[config.mk]
export PLATFORM = sky130hd
export DESIGN_NAME = lpmr_device_flat
export DESIGN_NICKNAME = d
export VERILOG_FILES = /design/src/hdl/lpmr_pkg.sv /design/src/hdl/lpmr_if.sv /design/src/hdl/lpmr_device.sv /design/src/flat_wrapper.sv
export SDC_FILE = /design/constraint.sdc
export NUM_CORES = 1
export LEC_CHECK = 0
export ABC_CLOCK_PERIOD_IN_PS = 2850
export BUFFER_PORTS_ARGS = -buffer_cell sky130_fd_sc_hd__buf_2
export CAP_MARGIN = 20
export CORE_UTILIZATION = 50
export CTS_CLUSTER_DIAMETER = 200
export DETAILED_ROUTE_END_ITERATION = 7
export GPL_TIMING_DRIVEN = 0
export PLACE_DENSITY = 0.81
export REMOVE_ABC_BUFFERS = 1
export SYNTH_ARGS = -nofsm -noshare
export SYNTH_HDL_FRONTEND = slang
export SYNTH_SLANG_ARGS = --single-unit
[constraint.sdc]
create_clock -name core_clk -period 2.85 [get_ports core_clk]
set_clock_uncertainty 0.1 [all_clocks]
set_input_delay 0.57 -clock core_clk [delete_from_list [all_inputs] [get_ports core_clk]]
set_output_delay 0.57 -clock core_clk [all_outputs]
set_load 0.01 [all_outputs]
[src/hdl/lpmr_pkg.sv]
// Shared constants and types for the mode register bank link
package lpmr_pkg;
  localparam int unsigned CLK_PERIOD_PS = 5000;
  localparam int unsigned CKE_LOW_WAIT_NS = 100;
  localparam int unsigned CLOCK_STABLE_WAIT_TCK = 5;
  localparam int unsigned POST_CKE_IDLE_WAIT_US = 200;
  localparam int unsigned POST_RESET_IDLE_WAIT_US = 1;
  localparam int unsigned AUTO_INIT_MAX_TIME_US = 10;
  localparam int unsigned ZQ_INIT_WAIT_US = 1;
  localparam int unsigned CKE_LOW_WAIT_CYC = (CKE_LOW_WAIT_NS * 1000 + CLK_PERIOD_PS - 1) / CLK_PERIOD_PS;
  localparam int unsigned CLOCK_STABLE_WAIT_CYC = CLOCK_STABLE_WAIT_TCK;
  localparam int unsigned POST_CKE_IDLE_WAIT_CYC = (POST_CKE_IDLE_WAIT_US * 1000000 + CLK_PERIOD_PS - 1) / CLK_PERIOD_PS;
  localparam int unsigned POST_RESET_IDLE_WAIT_CYC = (POST_RESET_IDLE_WAIT_US * 1000000 + CLK_PERIOD_PS - 1) / CLK_PERIOD_PS;
  localparam int unsigned AUTO_INIT_MAX_TIME_CYC = (AUTO_INIT_MAX_TIME_US * 1000000) / CLK_PERIOD_PS;
  localparam int unsigned ZQ_INIT_WAIT_CYC = (ZQ_INIT_WAIT_US * 1000000 + CLK_PERIOD_PS - 1) / CLK_PERIOD_PS;
  // Register addresses
  localparam logic [7:0] ADDR_DEVICE_INFORMATION = 8'h00;
  localparam logic [7:0] ADDR_DEVICE_FEATURE_ONE = 8'h01;
  localparam logic [7:0] ADDR_DEVICE_FEATURE_TWO = 8'h02;
  localparam logic [7:0] ADDR_IO_CONFIGURATION = 8'h03;
  localparam logic [7:0] ADDR_REFRESH_RATE_STATUS = 8'h04;
  localparam logic [7:0] ADDR_MAKER_IDENTIFICATION = 8'h05;
  localparam logic [7:0] ADDR_REVISION_FIRST = 8'h06;
  localparam logic [7:0] ADDR_REVISION_SECOND = 8'h07;
  localparam logic [7:0] ADDR_WIDTH_DENSITY_TYPE = 8'h08;
  localparam logic [7:0] ADDR_TEST_MODE_CONTROL = 8'h09;
  localparam logic [7:0] ADDR_IO_CALIBRATION_COMMAND = 8'h0A;
  localparam logic [7:0] ADDR_PARTIAL_REFRESH_BANK_MASK = 8'h10;
  localparam logic [7:0] ADDR_RESERVED_WRITABLE = 8'h11;
  localparam logic [7:0] ADDR_CALIBRATION_PATTERN_A = 8'h20;
  localparam logic [7:0] ADDR_CALIBRATION_PATTERN_B = 8'h28;
  localparam logic [7:0] ADDR_SOFTWARE_RESET = 8'h3F;
  // Field positions and reset values
  localparam int unsigned AUTO_INIT_STATUS_BIT = 0;
  localparam logic [7:0] DEVICE_INFO_USED_MASK = 8'h1F;
  localparam logic [7:0] REFRESH_RATE_USED_MASK = 8'h87;
  localparam logic [7:0] REFRESH_RATE_RESET = 8'h03;
  localparam logic [7:0] FEATURE_ONE_RESET = 8'h22;
  localparam logic [7:0] ZQ_INIT_CAL_CODE = 8'hFF;
  localparam logic [7:0] UNDEFINED_READ_DATA = 8'h00;
  localparam int unsigned READ_LATENCY = 3;
  // Commands on the command bus
  typedef enum logic [1:0] {
    LPMR_CMD_NOP = 2'b00,
    LPMR_CMD_MRW = 2'b01,
    LPMR_CMD_MRR = 2'b10
  } lpmr_cmd_t;
endpackage : lpmr_pkg

[src/hdl/lpmr_if.sv]
// Command bus between controller and mode register bank
`timescale 1ns/1ps
interface lpmr_if;
  logic cke;
  lpmr_pkg::lpmr_cmd_t cmd;
  logic [7:0] addr;
  logic [7:0] wdata;
  logic [7:0] rdata;
  logic rdata_oe;
  logic strobe_toggle;
  logic rvalid;
  modport ctrl (output cke, output cmd, output addr, output wdata, input rdata, input rdata_oe,
    input strobe_toggle, input rvalid);
  modport dev (input cke, input cmd, input addr, input wdata, output rdata, output rdata_oe,
    output strobe_toggle, output rvalid);
endinterface : lpmr_if

[src/hdl/lpmr_device.sv]
// Mode register bank of the memory device
`timescale 1ns/1ps
// Contract
// - Controller holds CKE low 100 ns first
// - Controller clocks five periods before CKE high
// - Controller idles 200 us before reset write; a reinit_req during that wait sends the reset write at once
// - Controller idles 1 us after reset write
// - Device finishes auto init within 10 us
// - Controller waits 1 us after calibration
// - Boot reads need 18 to 100 ns clock
// - Later reset restarts from reset step
// - Controller holds CKE low at power removal
// - Outputs high impedance while CKE low; rdata_oe is also low whenever no read answer is due
// - Read and write commands use 8-bit address
// - Calibration patterns readable at 20H and 28H
// - Controller avoids maker and do-not-use addresses
// - Controller writes reserved bits as zero
// - Device reads reserved bits as zero
// - Reserved or write-only reads give undefined, strobe toggles
// - Controller never writes fully reserved registers
// - Writes to read-only registers change nothing
// - Status bit set during init, cleared after
// - During init only reads and power-down allowed
module lpmr_device #(
  parameter int unsigned AUTO_INIT_CYC = lpmr_pkg::AUTO_INIT_MAX_TIME_CYC,
  parameter logic [7:0] MAKER_ID = 8'h5A,
  parameter logic [7:0] REV_FIRST = 8'h01,
  parameter logic [7:0] REV_SECOND = 8'h00,
  parameter logic [7:0] WIDTH_DENSITY = 8'h14,
  parameter logic [7:0] PATTERN_A = 8'h55,
  parameter logic [7:0] PATTERN_B = 8'h33
) (
  // Clock and reset
  input wire logic core_clk,
  input wire logic rst_b,
  // Command bus
  lpmr_if.dev bus,
  // User side
  output logic init_done,
  output logic [7:0] feature_one,
  output logic [7:0] feature_two,
  output logic [7:0] io_config,
  output logic [7:0] bank_mask,
  output logic [7:0] cal_code
);
  // Maker and revision values above are arbitrary
  typedef enum logic [1:0] {
    LPMR_DEV_IDLE = 2'b00,
    LPMR_DEV_INIT = 2'b01,
    LPMR_DEV_READY = 2'b10
  } lpmr_dev_state_t;

  function automatic logic [7:0] lpmr_read_map(input logic [7:0] a, input logic [7:0] info);
    case (a)
      lpmr_pkg::ADDR_DEVICE_INFORMATION: lpmr_read_map = info & lpmr_pkg::DEVICE_INFO_USED_MASK;
      lpmr_pkg::ADDR_REFRESH_RATE_STATUS: lpmr_read_map = lpmr_pkg::REFRESH_RATE_RESET & lpmr_pkg::REFRESH_RATE_USED_MASK;
      lpmr_pkg::ADDR_MAKER_IDENTIFICATION: lpmr_read_map = MAKER_ID;
      lpmr_pkg::ADDR_REVISION_FIRST: lpmr_read_map = REV_FIRST;
      lpmr_pkg::ADDR_REVISION_SECOND: lpmr_read_map = REV_SECOND;
      lpmr_pkg::ADDR_WIDTH_DENSITY_TYPE: lpmr_read_map = WIDTH_DENSITY;
      lpmr_pkg::ADDR_CALIBRATION_PATTERN_A: lpmr_read_map = PATTERN_A;
      lpmr_pkg::ADDR_CALIBRATION_PATTERN_B: lpmr_read_map = PATTERN_B;
      default: lpmr_read_map = lpmr_pkg::UNDEFINED_READ_DATA;
    endcase
  endfunction : lpmr_read_map

  lpmr_dev_state_t state_reg, state_next;
  logic [23:0] init_cnt_reg;
  logic [7:0] info_reg;
  logic [7:0] f1_reg, f2_reg, io_reg, mask_reg, cal_reg;
  logic [lpmr_pkg::READ_LATENCY-1:0] rd_pipe_reg;
  logic [7:0] rd_data_reg;
  logic rd_oe_reg, strobe_reg, rvalid_reg;
  logic init_done_reg;

  wire is_mrw = (bus.cmd == lpmr_pkg::LPMR_CMD_MRW) && bus.cke;
  wire is_mrr = (bus.cmd == lpmr_pkg::LPMR_CMD_MRR) && bus.cke;
  wire is_reset = is_mrw && (bus.addr == lpmr_pkg::ADDR_SOFTWARE_RESET);
  wire wr_ok = is_mrw && (state_reg == LPMR_DEV_READY);
  wire init_end = (state_reg == LPMR_DEV_INIT) && (init_cnt_reg == 24'(AUTO_INIT_CYC - 1));
  wire [7:0] rd_value = lpmr_read_map(bus.addr, info_reg);
  wire rd_issue = rd_pipe_reg[lpmr_pkg::READ_LATENCY-1];

  always_comb begin
    state_next = state_reg;
    case (state_reg)
      LPMR_DEV_IDLE: if (is_reset) state_next = LPMR_DEV_INIT;
      LPMR_DEV_INIT: if (init_end) state_next = LPMR_DEV_READY;
      LPMR_DEV_READY: if (is_reset) state_next = LPMR_DEV_INIT;
      default: state_next = LPMR_DEV_IDLE;
    endcase
  end

  always_ff @(posedge core_clk or negedge rst_b) begin
    if (!rst_b) begin
      state_reg <= LPMR_DEV_IDLE;
      init_cnt_reg <= 24'h000000;
      info_reg <= 8'h01;
      init_done_reg <= 1'b0;
    end else begin
      state_reg <= state_next;
      init_done_reg <= state_next == LPMR_DEV_READY;
      init_cnt_reg <= (state_reg == LPMR_DEV_INIT && !is_reset) ? init_cnt_reg + 24'h000001 : 24'h000000;
      if (is_reset) info_reg <= 8'h01;
      else if (init_end) info_reg <= 8'h00;
    end
  end

  always_ff @(posedge core_clk or negedge rst_b) begin
    if (!rst_b) begin
      f1_reg <= lpmr_pkg::FEATURE_ONE_RESET;
      f2_reg <= 8'h00;
      io_reg <= 8'h00;
      mask_reg <= 8'h00;
      cal_reg <= 8'h00;
    end else if (wr_ok) begin
      case (bus.addr)
        lpmr_pkg::ADDR_DEVICE_FEATURE_ONE: f1_reg <= bus.wdata;
        lpmr_pkg::ADDR_DEVICE_FEATURE_TWO: f2_reg <= bus.wdata;
        lpmr_pkg::ADDR_IO_CONFIGURATION: io_reg <= bus.wdata;
        lpmr_pkg::ADDR_PARTIAL_REFRESH_BANK_MASK: mask_reg <= bus.wdata;
        lpmr_pkg::ADDR_IO_CALIBRATION_COMMAND: cal_reg <= bus.wdata;
        default: cal_reg <= cal_reg;
      endcase
    end
  end

  always_ff @(posedge core_clk or negedge rst_b) begin
    if (!rst_b) begin
      rd_pipe_reg <= '0;
      rd_data_reg <= 8'h00;
      rd_oe_reg <= 1'b0;
      strobe_reg <= 1'b0;
      rvalid_reg <= 1'b0;
    end else begin
      rd_pipe_reg <= {rd_pipe_reg[lpmr_pkg::READ_LATENCY-2:0], is_mrr};
      if (is_mrr) rd_data_reg <= rd_value;
      rd_oe_reg <= rd_issue && bus.cke;
      strobe_reg <= rd_issue && bus.cke;
      rvalid_reg <= rd_issue;
    end
  end

  assign bus.rdata = rd_data_reg;
  assign bus.rdata_oe = rd_oe_reg;
  assign bus.strobe_toggle = strobe_reg;
  assign bus.rvalid = rvalid_reg;
  assign init_done = init_done_reg;
  assign feature_one = f1_reg;
  assign feature_two = f2_reg;
  assign io_config = io_reg;
  assign bank_mask = mask_reg;
  assign cal_code = cal_reg;
endmodule : lpmr_device

[src/flat_wrapper.sv]
// flat-port wrapper written by rule: the top's interface ports become plain ports
module lpmr_device_flat 
#(
  parameter int unsigned AUTO_INIT_CYC = lpmr_pkg::AUTO_INIT_MAX_TIME_CYC,
  parameter logic [7:0] MAKER_ID = 8'h5A,
  parameter logic [7:0] REV_FIRST = 8'h01,
  parameter logic [7:0] REV_SECOND = 8'h00,
  parameter logic [7:0] WIDTH_DENSITY = 8'h14,
  parameter logic [7:0] PATTERN_A = 8'h55,
  parameter logic [7:0] PATTERN_B = 8'h33
)
  (core_clk, rst_b, init_done, feature_one, feature_two, io_config, bank_mask, cal_code, bus_cke, bus_cmd, bus_addr, bus_wdata, bus_rdata, bus_rdata_oe, bus_strobe_toggle, bus_rvalid);
  lpmr_if bus_i ();
  input wire logic core_clk;
  input wire logic rst_b;
  output logic init_done;
  output logic [7:0] feature_one;
  output logic [7:0] feature_two;
  output logic [7:0] io_config;
  output logic [7:0] bank_mask;
  output logic [7:0] cal_code;
  input wire logic [$bits(bus_i.cke)-1:0] bus_cke;
  input wire logic [$bits(bus_i.cmd)-1:0] bus_cmd;
  input wire logic [$bits(bus_i.addr)-1:0] bus_addr;
  input wire logic [$bits(bus_i.wdata)-1:0] bus_wdata;
  output wire logic [$bits(bus_i.rdata)-1:0] bus_rdata;
  output wire logic [$bits(bus_i.rdata_oe)-1:0] bus_rdata_oe;
  output wire logic [$bits(bus_i.strobe_toggle)-1:0] bus_strobe_toggle;
  output wire logic [$bits(bus_i.rvalid)-1:0] bus_rvalid;
  assign bus_i.cke = bus_cke;
  assign bus_i.cmd = bus_cmd;
  assign bus_i.addr = bus_addr;
  assign bus_i.wdata = bus_wdata;
  assign bus_rdata = bus_i.rdata;
  assign bus_rdata_oe = bus_i.rdata_oe;
  assign bus_strobe_toggle = bus_i.strobe_toggle;
  assign bus_rvalid = bus_i.rvalid;
  lpmr_device #(.AUTO_INIT_CYC(AUTO_INIT_CYC), .MAKER_ID(MAKER_ID), .REV_FIRST(REV_FIRST), .REV_SECOND(REV_SECOND), .WIDTH_DENSITY(WIDTH_DENSITY), .PATTERN_A(PATTERN_A), .PATTERN_B(PATTERN_B)) u_core (.core_clk(core_clk), .rst_b(rst_b), .bus(bus_i), .init_done(init_done), .feature_one(feature_one), .feature_two(feature_two), .io_config(io_config), .bank_mask(bank_mask), .cal_code(cal_code));
endmodule
==> results of run 1 <==
worst max-delay path, stage by stage, from the launching register on:
cell and delay (ns):
dfrtp_1 0.48, ha_1 0.27, nand4_1 0.17, or4_1 0.65, or3_1 0.36, a21oi_1 0.14
final cells by class:
cell class              instances  area [sq um]  area share
clock buffers                  11           141      0.0334
multi-input cells             206          1470       0.348
clock inverters                 5          81.3      0.0192
inverters                       6          22.5     0.00533
well taps                      96           120      0.0284
flip-flops and latches         80          2010       0.474
repair buffers                 72           385      0.0912
cell families after synthesis:
logic type                 count (synthesis)
other                                      1
buffers and inverters                     23
DFF                                       80
and+or+nand+nor                          117
muxes                                     40
AOI/OAI and AO/OA                         33
xor gates and xnor gates                  14
adders and majority gates                  1
power by group:
part / total, mW / switching, mW / leakage, nW / internal [mW]
sequential: 1.15 / 0.00635 / 1.09 / 1.15
combinational: 0.103 / 0.0658 / 0.817 / 0.0368
clock: 0.917 / 0.400 / 0.110 / 0.518
how the worst max path moves through the flow:
stage | end | cells after the start | start | slack [ns]
after detailed placement | u_core.io_config[1] | 5 | bus_addr[4] | 0.22
after CTS | u_core.io_config[1] | 5 | bus_addr[4] | 0.59
final | u_core.init_cnt_reg[20] | 5 | u_core.init_cnt_reg[0] | 0.60
after global routing | u_core.init_cnt_reg[18] | 5 | u_core.init_cnt_reg[0] | 0.45
after global placement | u_core.io_config[5] | 5 | bus_addr[4] | 0.24
after floorplan | u_core.io_config[0] | 4 | bus_addr[4] | 0.70
metrics by stage:
step / hold slack [ns] / instances / instance area [sq um] / power (mW)
after floorplan: 0.174 / 292 / 3500 / 1.21
after global placement: 0.233 / 459 / 3980 / 1.27
after detailed placement: 0.237 / 460 / 4010 / 1.28
after CTS: 0.0245 / 476 / 4230 / 2.20
after global routing: 0.0338 / 476 / 4230 / 2.26
final: 0.0195 / 476 / 4230 / 2.17
layer usage:
metal / wire length (microns) / vias to the layer above / global-route usage
li1: - / 1245 / -
met1: 3340 / 1290 / 0.294
met2: 3220 / 72 / 0.309
met3: 422 / 9 / 0.0571
met4: 91 / 0 / 0.0803
met5: 0 / - / 0
cells in the final DEF, fill, tap and decap left out, types with 4 or more instances in the layout:
cell,instances
dfrtp_1,77
buf_2,70
mux2_2,40
nand2_1,25
nor2_1,22
nand3_1,14
a21oi_1,11
nand4_1,10
clkbuf_8,10
o21ai_0,9
xnor2_1,9
nor4_1,7
or4_1,7
inv_1,6
o31ai_1,6
or3_1,5
xor2_1,5
nor3_1,4
and4_1,4
==> out/metrics.yaml, run 1 <==
portBuffers: 71
cts_tree: "built"
yosys_warnings: 0
crit_type: "reg2reg"
wl_microns: 7080
fp.dieArea_sq_mm: 0.00750
ioPinCount: 73
synth_edf_count: 0
finalSetupTns_ns: 0
syn_to_final_growth_pct: 18.1
synthAdderAreaFrac: 0.00350
slew_headroom: 0.501
drt_iter0_drc: 125
mappedNetlistArea_sq_mm: 0.00358
yosys.area.top_type_share: 0.538
die_w_microns: 86.6
grt_pass1_vias: 2475
num_vias: 2616
cts_resized: 0
period_share: 0.788
initial_core_util: 0.521
synth_area_leaders: "dfrtp_1 54%, mux2_2 13%, nand2_1 2.6%, nor2_1 2.3%, dfstp_2 2.2%"
yosys_most_used_dff: "dfrtp_1"
largest_reg_flops: 24
hold_violations: 0
grt_max_degree: 58
drive_gt1_frac: 0.358
p_leak_nw: 2.02
drc: 0
grt_use_total: 0.209
first_pass_iters: 4
post-dp-hpwl_microns: 4970
worstPathMaxFanout: 8
synth_cell_types: 42
worst_pin_slew_ns: 0.747
fin_crit_ns: 2.25
yosysMostFrequentCell: "dfrtp_1"
cts_setup_buffers: 0
setup_viol: 0
arrival_ns: 2.41
clock_latency_ns: 0.34
syn_avg_cell_area_sq_um: 11.6
fillers: 548
yosysSeqAreaShare: 0.560
ir_worst_vdd_mv: 0.405
numCtsBuffers: 9
ff2ff_path_depth: 5
core_sq_mm: 0.00687
synth_common_cells: "77 x dfrtp_1, 40 x mux2_2, 25 x nand2_1"
cts_hold_buf: 0
max_freq_mhz: 445
diodes: 0
cts_max_level: 3
status: "completed"
slew_viol_final: 0
gr-total-overflow: 0
synth_top_cell_by_area: "dfrtp_1"
muxShareOfSynthArea: 0.126
final_core_util: 0.615
hp-class: "in2async"
cp.required_ns: 3.01
clkSinkCount: 80
clock_path_buffers: 2
layout_setup_ws_ns: 0.603
async_reset_ff_frac: 1.00
via_per_inst: 5.50
cts_root_buffer: "clkbuf_8"
synth_compound_area_frac: 0.0573
die_height_microns: 86.6
row_count: 30
maxCapViolCount: 0
powerDensity_mw_per_mm2: 514
rsz0062_at_grt: "no"
timing.rr.end: "u_core.init_cnt_reg[20]"
yosys.area_share.simple: 0.189
antenna_found_initial: 0
start_kind: "flip-flop"
clk_pin_slew_ns: 0.08
detail-route-antenna-nets: 0
grt_pass1_wl_microns: 12100
num-nets-final: 397
synth_cells: 309
synth_xor_xnor_area_share: 0.0343
end_kind: "flip-flop"
r2r_slack_ns: 0.60
r2r-start: "u_core.init_cnt_reg[0]"
ys_seq_elements: 80
wl_per_cell_microns: 14.9
synth_top_family_by_area: "simple AND/OR/NAND/NOR gates"
place_ws_ns: 0.224
gp_congestion: 0.828
(Power assumes the default switching activity.)
==> run 2, diff against run 1 <==
Settings changed: ABC_AREA set to 1, ABC_CLOCK_PERIOD_IN_PS 2850 to 2310, PLACE_DENSITY 0.81 to 0.8.
Clock period 2.85 ns to 2.31 ns, I/O delays scaled along.
==> out/metrics.yaml, run 2 <==
cts_max_level: 3  # unchanged
async_reset_ff_frac: 1.00  # unchanged
grt_max_degree: 47  # was 58
power.internal_mw: 1.95  # was 1.70 mW
clock_latency_ns: 0.35  # was 0.34 ns
row_count: 31  # was 30
yosys.area.top_type_share: 0.505  # was 0.538
hp-class: "in2reg"  # was in2async
portBuffers: 71  # unchanged
worstPathMaxFanout: 5  # was 8
drt_iter0_drc: 187  # was 125
cp.required_ns: 2.46  # was 3.01 ns
detail-route-antenna-nets: 0  # unchanged
hold_violations: 0  # unchanged
syn_to_final_growth_pct: 16.7  # was 18.1%
grt_pass1_wl_microns: 12800  # was 12100 microns
yosys_warnings: 0  # unchanged
via_per_inst: 4.92  # was 5.50
power.switching_mw: 0.637  # was 0.472 mW
pwr-share-clk: 0.411  # was 0.422
cts_root_buffer: "clkbuf_8"  # unchanged
powerDensity_mw_per_mm2: 581  # was 514 mW/mm^2
arrival_ns: 1.85  # was 2.41 ns
crit_type: "reg2reg"  # unchanged
drc: 0  # unchanged
rsz0062_at_grt: "no"  # unchanged
status: "completed"  # unchanged
synth_top_cell_by_area: "dfrtp_1"  # unchanged
post-dp-hpwl_microns: 5750  # was 4970 microns
initial_core_util: 0.520  # was 0.521
drive_gt1_frac: 0.250  # was 0.358
slew_viol_final: 0  # unchanged
p_leak_nw: 2.26  # was 2.02 nW
clock_path_buffers: 2  # unchanged
ioPinCount: 73  # unchanged
numCtsBuffers: 9  # unchanged
core_sq_mm: 0.00733  # was 0.00687 sq mm
ys_seq_elements: 80  # unchanged
clkSinkCount: 80  # unchanged
ir_worst_vdd_mv: 0.535  # was 0.405 mV
die_w_microns: 89.3  # was 86.6 microns
first_pass_iters: 5  # was 4
grt_use_total: 0.213  # was 0.209
num-nets-final: 552  # was 397
cts_tree: "built"  # unchanged
wl_per_cell_microns: 12.4  # was 14.9 microns
maxCapViolCount: 0  # unchanged
fp.dieArea_sq_mm: 0.00798  # was 0.00750 sq mm
layout_common_cells: "130 x nand2_1, 77 x dfrtp_1, 73 x nor2_1"  # was 77 x dfrtp_1, 70 x buf_2, 40 x mux2_2
synth_cell_types: 28  # was 42
die_height_microns: 89.3  # was 86.6 microns
start_kind: "flip-flop"  # unchanged
diodes: 0  # unchanged
synth_area_leaders: "dfrtp_1 51%, nand2_1 13%, nor2_1 7.2%, o21ai_2 5.1%, inv_1 4.7%"  # was dfrtp_1 54%, mux2_2 13%, nand2_1 2.6%, nor2_1 2.3%, dfstp_2 2.2%
clk_pin_slew_ns: 0.09  # was 0.08 ns
syn_avg_cell_area_sq_um: 8.40  # was 11.6 sq um
synth_common_cells: "130 x nand2_1, 77 x dfrtp_1, 73 x nor2_1"  # was 77 x dfrtp_1, 40 x mux2_2, 25 x nand2_1
max_freq_mhz: 591  # was 445 MHz
wl_microns: 7890  # was 7080 microns
period_share: 0.733  # was 0.788
final_common_cell: "nand2_1"  # was dfrtp_1
pwr-share-seq: 0.545  # was 0.531
num_vias: 3122  # was 2616
gp_congestion: 0.883  # was 0.828
yosysMostFrequentCell: "nand2_1"  # was dfrtp_1
whs_ns: 0.224  # was 0.0195 ns
mappedNetlistArea_sq_mm: 0.00381  # was 0.00358 sq mm
end_kind: "flip-flop"  # unchanged
antenna_found_initial: 0  # unchanged
combPwrFrac: 0.045  # was 0.047
setup_viol: 0  # unchanged
yosys_most_used_dff: "dfrtp_1"  # unchanged
fin_crit_ns: 1.69  # was 2.25 ns
grt_pass1_vias: 2798  # was 2475
gr-total-overflow: 0  # unchanged
finalSetupTns_ns: 0  # unchanged
synth_edf_count: 0  # unchanged
cts_resized: 0  # unchanged
synth_cells: 454  # was 309
p_sw_frac: 0.246  # was 0.217
largest_reg_flops: 24  # unchanged
yosysSeqAreaShare: 0.526  # was 0.560
==> run 2: changes by cell type after synthesis, moves of 10 or more <==
cell,change
nor2_1,+51
o21ai_1,+18
nand2_1,+105
mux2_2,-40
clkbuf_1,-10
inv_1,+42
o21ai_2,+22
==> run 2: path summary, 6_finish.rpt <==
path	startpoint	endpoint	slack [ns]	cells after the start
max	u_core.init_cnt_reg[0]	u_core.init_cnt_reg[12]	0.62	7
min reg2reg	u_core.rd_pipe_reg[0]	u_core.rd_pipe_reg[1]	0.26	0
min in group asynchronous	rst_b	u_core.init_cnt_reg[22]	0.48	2
min	bus_cmd[0]	u_core.rd_pipe_reg[0]	0.22	2
max reg2reg	u_core.init_cnt_reg[0]	u_core.init_cnt_reg[12]	0.62	7
max in group asynchronous	rst_b	u_core.feature_one[5]	0.99	3
==> run 2: logic make-up (layout without fill, tap and decap cells) <==
logic type / count (synthesis) / count (layout) / share of synthesized area
AOI/OAI and AO/OA: 49 / 49 / 0.0860
xor gates and xnor gates: 7 / 7 / 0.0161
adders and majority gates: 1 / 1 / 0.00328
buffers and inverters: 59 / 140 / 0.0702
DFF: 80 / 80 / 0.526
other: 1 / 1 / 0.000984
and+or+nand+nor: 257 / 257 / 0.297
==> run 2: final cells by class <==
class | count | area (sq um)
Multi-Input combinational cell | 315 | 1540
Clock inverter | 7 | 78.8
Fill cell | 598 | 2880
Timing Repair Buffer | 73 | 388
Sequential cell | 80 | 2010
Tap cell | 99 | 124
Inverter | 51 | 191
Clock buffer | 9 | 124
==> run 2: per-layer routing <==
metal	vias to the layer above	GRT usage	part of all wire
li1	1579	-	-
met2	66	0.343	0.49
met5	-	0	0
met4	0	0.0750	0.017
met3	13	0.0536	0.034
met1	1464	0.282	0.46
==> run 2: critical path, cell delays in order (launching register included) <==
cell and delay, ns:
dfrtp_1 0.40, ha_1 0.22, nand2_1 0.09, nor2_2 0.20
nand2_2 0.13, nor2_1 0.20, nand2_1 0.07, and3_1 0.18
==> run 2: timing repair <==
action,CTS,global route
hold buffers,1,0
setup buffers,0,0
endpoints found under the hold margin,33,0
==> run 2: power groups by stage <==
stage          Clock, mW  Combinational, mW  Sequential [mW]
2_1_floorplan          0             0.0458             1.44
5_1_grt             1.14              0.132             1.41
3_5_place_dp           0              0.116             1.44
3_3_place_gp           0              0.107             1.44
4_1_cts             1.08              0.118             1.41
6_report            1.06              0.115             1.41
==> run 2: per-stage QoR <==
step	power [mW]	utilization	setup WS, ns	cell area (sq um)	instances
final	2.58	0.607	0.617	4450	634
after global routing	2.69	0.607	0.445	4450	634
after CTS	2.61	0.607	0.619	4450	634
after detailed placement	1.55	0.578	0.357	4240	617
after global placement	1.54	0.575	0.150	4220	616
after floorplan	1.48	-	0.735	3740	446
==> run 3, diff against run 2 <==
Settings changed: ABC_CLOCK_PERIOD_IN_PS 2310 to 1600.
Clock period 2.31 ns to 1.6 ns, I/O delays scaled along.
==> out/metrics.yaml, run 3 (same netlist as run 2, synthesis figures left out) <==
hold_violations: 0  # unchanged
cp_cell_sequence: "inv_1, nand2_1, nor2_4, buf_6, nand3_4, nand2_1, o21ai_2"  # was ha_1, nand2_1, nor2_2, nand2_2, nor2_1, nand2_1, and3_1
gr-total-overflow: 0  # unchanged
ir_worst_vdd_mv: 0.780  # was 0.535 mV
drc: 0  # unchanged
critical_path.max_stage_delay_ns: 0.38  # was 0.40 ns
timing.rr.end: "u_core.cal_code[4]"  # was u_core.init_cnt_reg[12]
crit_slowest_cell: "dfrtp_1"  # unchanged
final_common_cell: "nand2_1"  # unchanged
ff2ff_path_depth: 7  # unchanged
grt_pass1_wl_microns: 12900  # was 12800 microns
clk_pin_slew_ns: 0.09  # about the same
detail-route-antenna-nets: 0  # unchanged
num_vias: 3188  # was 3122
grt_util_met3: 0.0536  # unchanged
fin_crit_ns: 1.55  # was 1.69 ns
clkSinkCount: 80  # unchanged
die_height_microns: 89.3  # unchanged
largest_reg_flops: 24  # unchanged
grt_max_degree: 47  # unchanged
drive_gt1_frac: 0.274  # was 0.250
final_area_sq_mm: 0.00462  # was 0.00445 sq mm
first_pass_iters: 5  # unchanged
num-nets-final: 560  # was 552
end_kind: "flip-flop"  # unchanged
status: "completed"  # unchanged
hp-class: "in2reg"  # unchanged
clock_path_buffers: 2  # unchanged
endpoint: "u_core.cal_code[4]"  # was u_core.init_cnt_reg[12]
wl_microns: 8460  # was 7890 microns
grt_pass1_vias: 2810  # was 2798
max_freq_mhz: 644  # was 591 MHz
initial_core_util: 0.520  # unchanged
fin_cells: 642  # was 634
ioPinCount: 73  # unchanged
fp.dieArea_sq_mm: 0.00798  # unchanged
die_w_microns: 89.3  # unchanged
drt_iter0_drc: 166  # was 187
maxCapViolCount: 0  # unchanged
crit_type: "reg2reg"  # unchanged
via_per_inst: 4.97  # was 4.92
period_share: 0.971  # was 0.733
syn_to_final_growth_pct: 21.2  # was 16.7%
r2r_slack_ns: 0.05  # was 0.62 ns
powerDensity_mw_per_mm2: 812  # was 581 mW/mm^2
wl_per_cell_microns: 13.2  # was 12.4 microns
cts_tree: "built"  # unchanged
met2_usage: 0.344  # was 0.343
row_count: 31  # unchanged
whs_ns: 0.0767  # was 0.224 ns
diodes: 0  # unchanged
cp.required_ns: 1.75  # was 2.46 ns
worstPathMaxFanout: 16  # was 5
core_sq_mm: 0.00733  # unchanged
arrival_ns: 1.70  # was 1.85 ns
total_power_mw: 3.75  # was 2.58 mW
path_common_cell: "nand2_1"  # unchanged
r2r-start: "u_core.state_reg[0]"  # was u_core.init_cnt_reg[0]
cts_root_buffer: "clkbuf_8"  # unchanged
grt_use_total: 0.214  # was 0.213
place_area_sq_mm: 0.00424  # unchanged
clock_latency_ns: 0.36  # was 0.35 ns
start_kind: "flip-flop"  # unchanged
p_leak_nw: 2.31  # was 2.26 nW
post-dp-hpwl_microns: 5750  # unchanged
layout_common_cells: "128 x nand2_1, 77 x dfrtp_1, 71 x nor2_1"  # was 130 x nand2_1, 77 x dfrtp_1, 73 x nor2_1
setup_viol: 0  # unchanged
dp_cells: 617  # unchanged
antenna_found_initial: 0  # unchanged
portBuffers: 71  # unchanged
numCtsBuffers: 9  # unchanged
rsz0062_at_grt: "yes"  # was no
cts_max_level: 3  # unchanged
gp_congestion: 0.883  # unchanged
cp-startpoint: "u_core.state_reg[0]"  # was u_core.init_cnt_reg[0]
top_usage_layer: "met2"  # unchanged
slew_viol_final: 0  # unchanged
met1_usage: 0.284  # was 0.282
-- run 3: cell count changes in the layout (fill, tap and decap cells not counted), moves of 2 or more --
cell     previous run  this run
nand2_4             0         2
nor2_4              2         6
buf_4               1         6
nand3_4             0         4
nand2_1           130       128
nor2_1             73        71
nand3_2             4         1
nor2_2              5         3
-- run 3: power by group --
group          switching [mW]  internal (mW)
registers             0.00446           2.03
clock network           0.805          0.740
logic                   0.126         0.0460
total                   0.936           2.81
-- run 3: cell type report --
type	instances	area [sq um]
Fill cell	568	2710
Sequential cell	80	2010
Multi-Input combinational cell	316	1640
Timing Repair Buffer	80	457
Inverter	51	195
Clock buffer	9	124
Tap cell	99	124
Clock inverter	7	78.8
-- run 3: critical path: cells and delay by family, from the launching register on --
| kind | cells | cell delay [ns] |
|---|---|---|
| flip-flops | 1 | 0.38 |
| buffers and inverters | 2 | 0.25 |
| AND/OR/NAND/NOR | 4 | 0.67 |
| AO/OA/AOI/OAI | 1 | 0.05 |
-- run 3: worst min path at each step --
stage | cells after the start | slack [ns] | endpoint | start
final | 2 | 0.08 | u_core.rd_pipe_reg[0] | bus_cmd[0]
after global routing | 2 | 0.08 | u_core.rd_pipe_reg[0] | bus_cmd[0]
after CTS | 2 | 0.07 | u_core.rd_pipe_reg[0] | bus_cmd[0]
after detailed placement | 1 | 0.20 | u_core.init_cnt_reg[22] | rst_b
after global placement | 0 | 0.23 | u_core.rd_pipe_reg[1] | u_core.rd_pipe_reg[0]
after floorplan | 0 | -0.08 | u_core.bank_mask[0] | rst_b
-- run 3: what timing repair did --
item / in CTS / in global routing
hold endpoints to repair: 33 / 0
pin swaps: 1 / 6
buffers inserted: 0 / 7
cloned: 0 / 1
gates resized for setup: 4 / 15
hold buffers: 1 / 0
setup endpoints to repair: 20 / 38
-- run 3: per-layer routing --
layer	wire length, microns	part of all wire	vias to the layer above
li1	-	-	1601
met1	3750	0.44	1501
met2	4220	0.50	75
met3	378	0.045	11
met4	122	0.014	0
met5	0	0	-
-- run 3: per-stage QoR --
stage | setup WS, ns | setup TNS (ns) | utilization
6_report | 0.0463 | 0 | 0.630
5_1_grt | -0.0570 | -0.677 | 0.630
4_1_cts | -0.0283 | -0.0522 | 0.610
3_5_place_dp | -0.211 | -5.10 | 0.578
3_3_place_gp | -0.418 | -35.36 | 0.575
2_1_floorplan | 0.150 | 0 | -
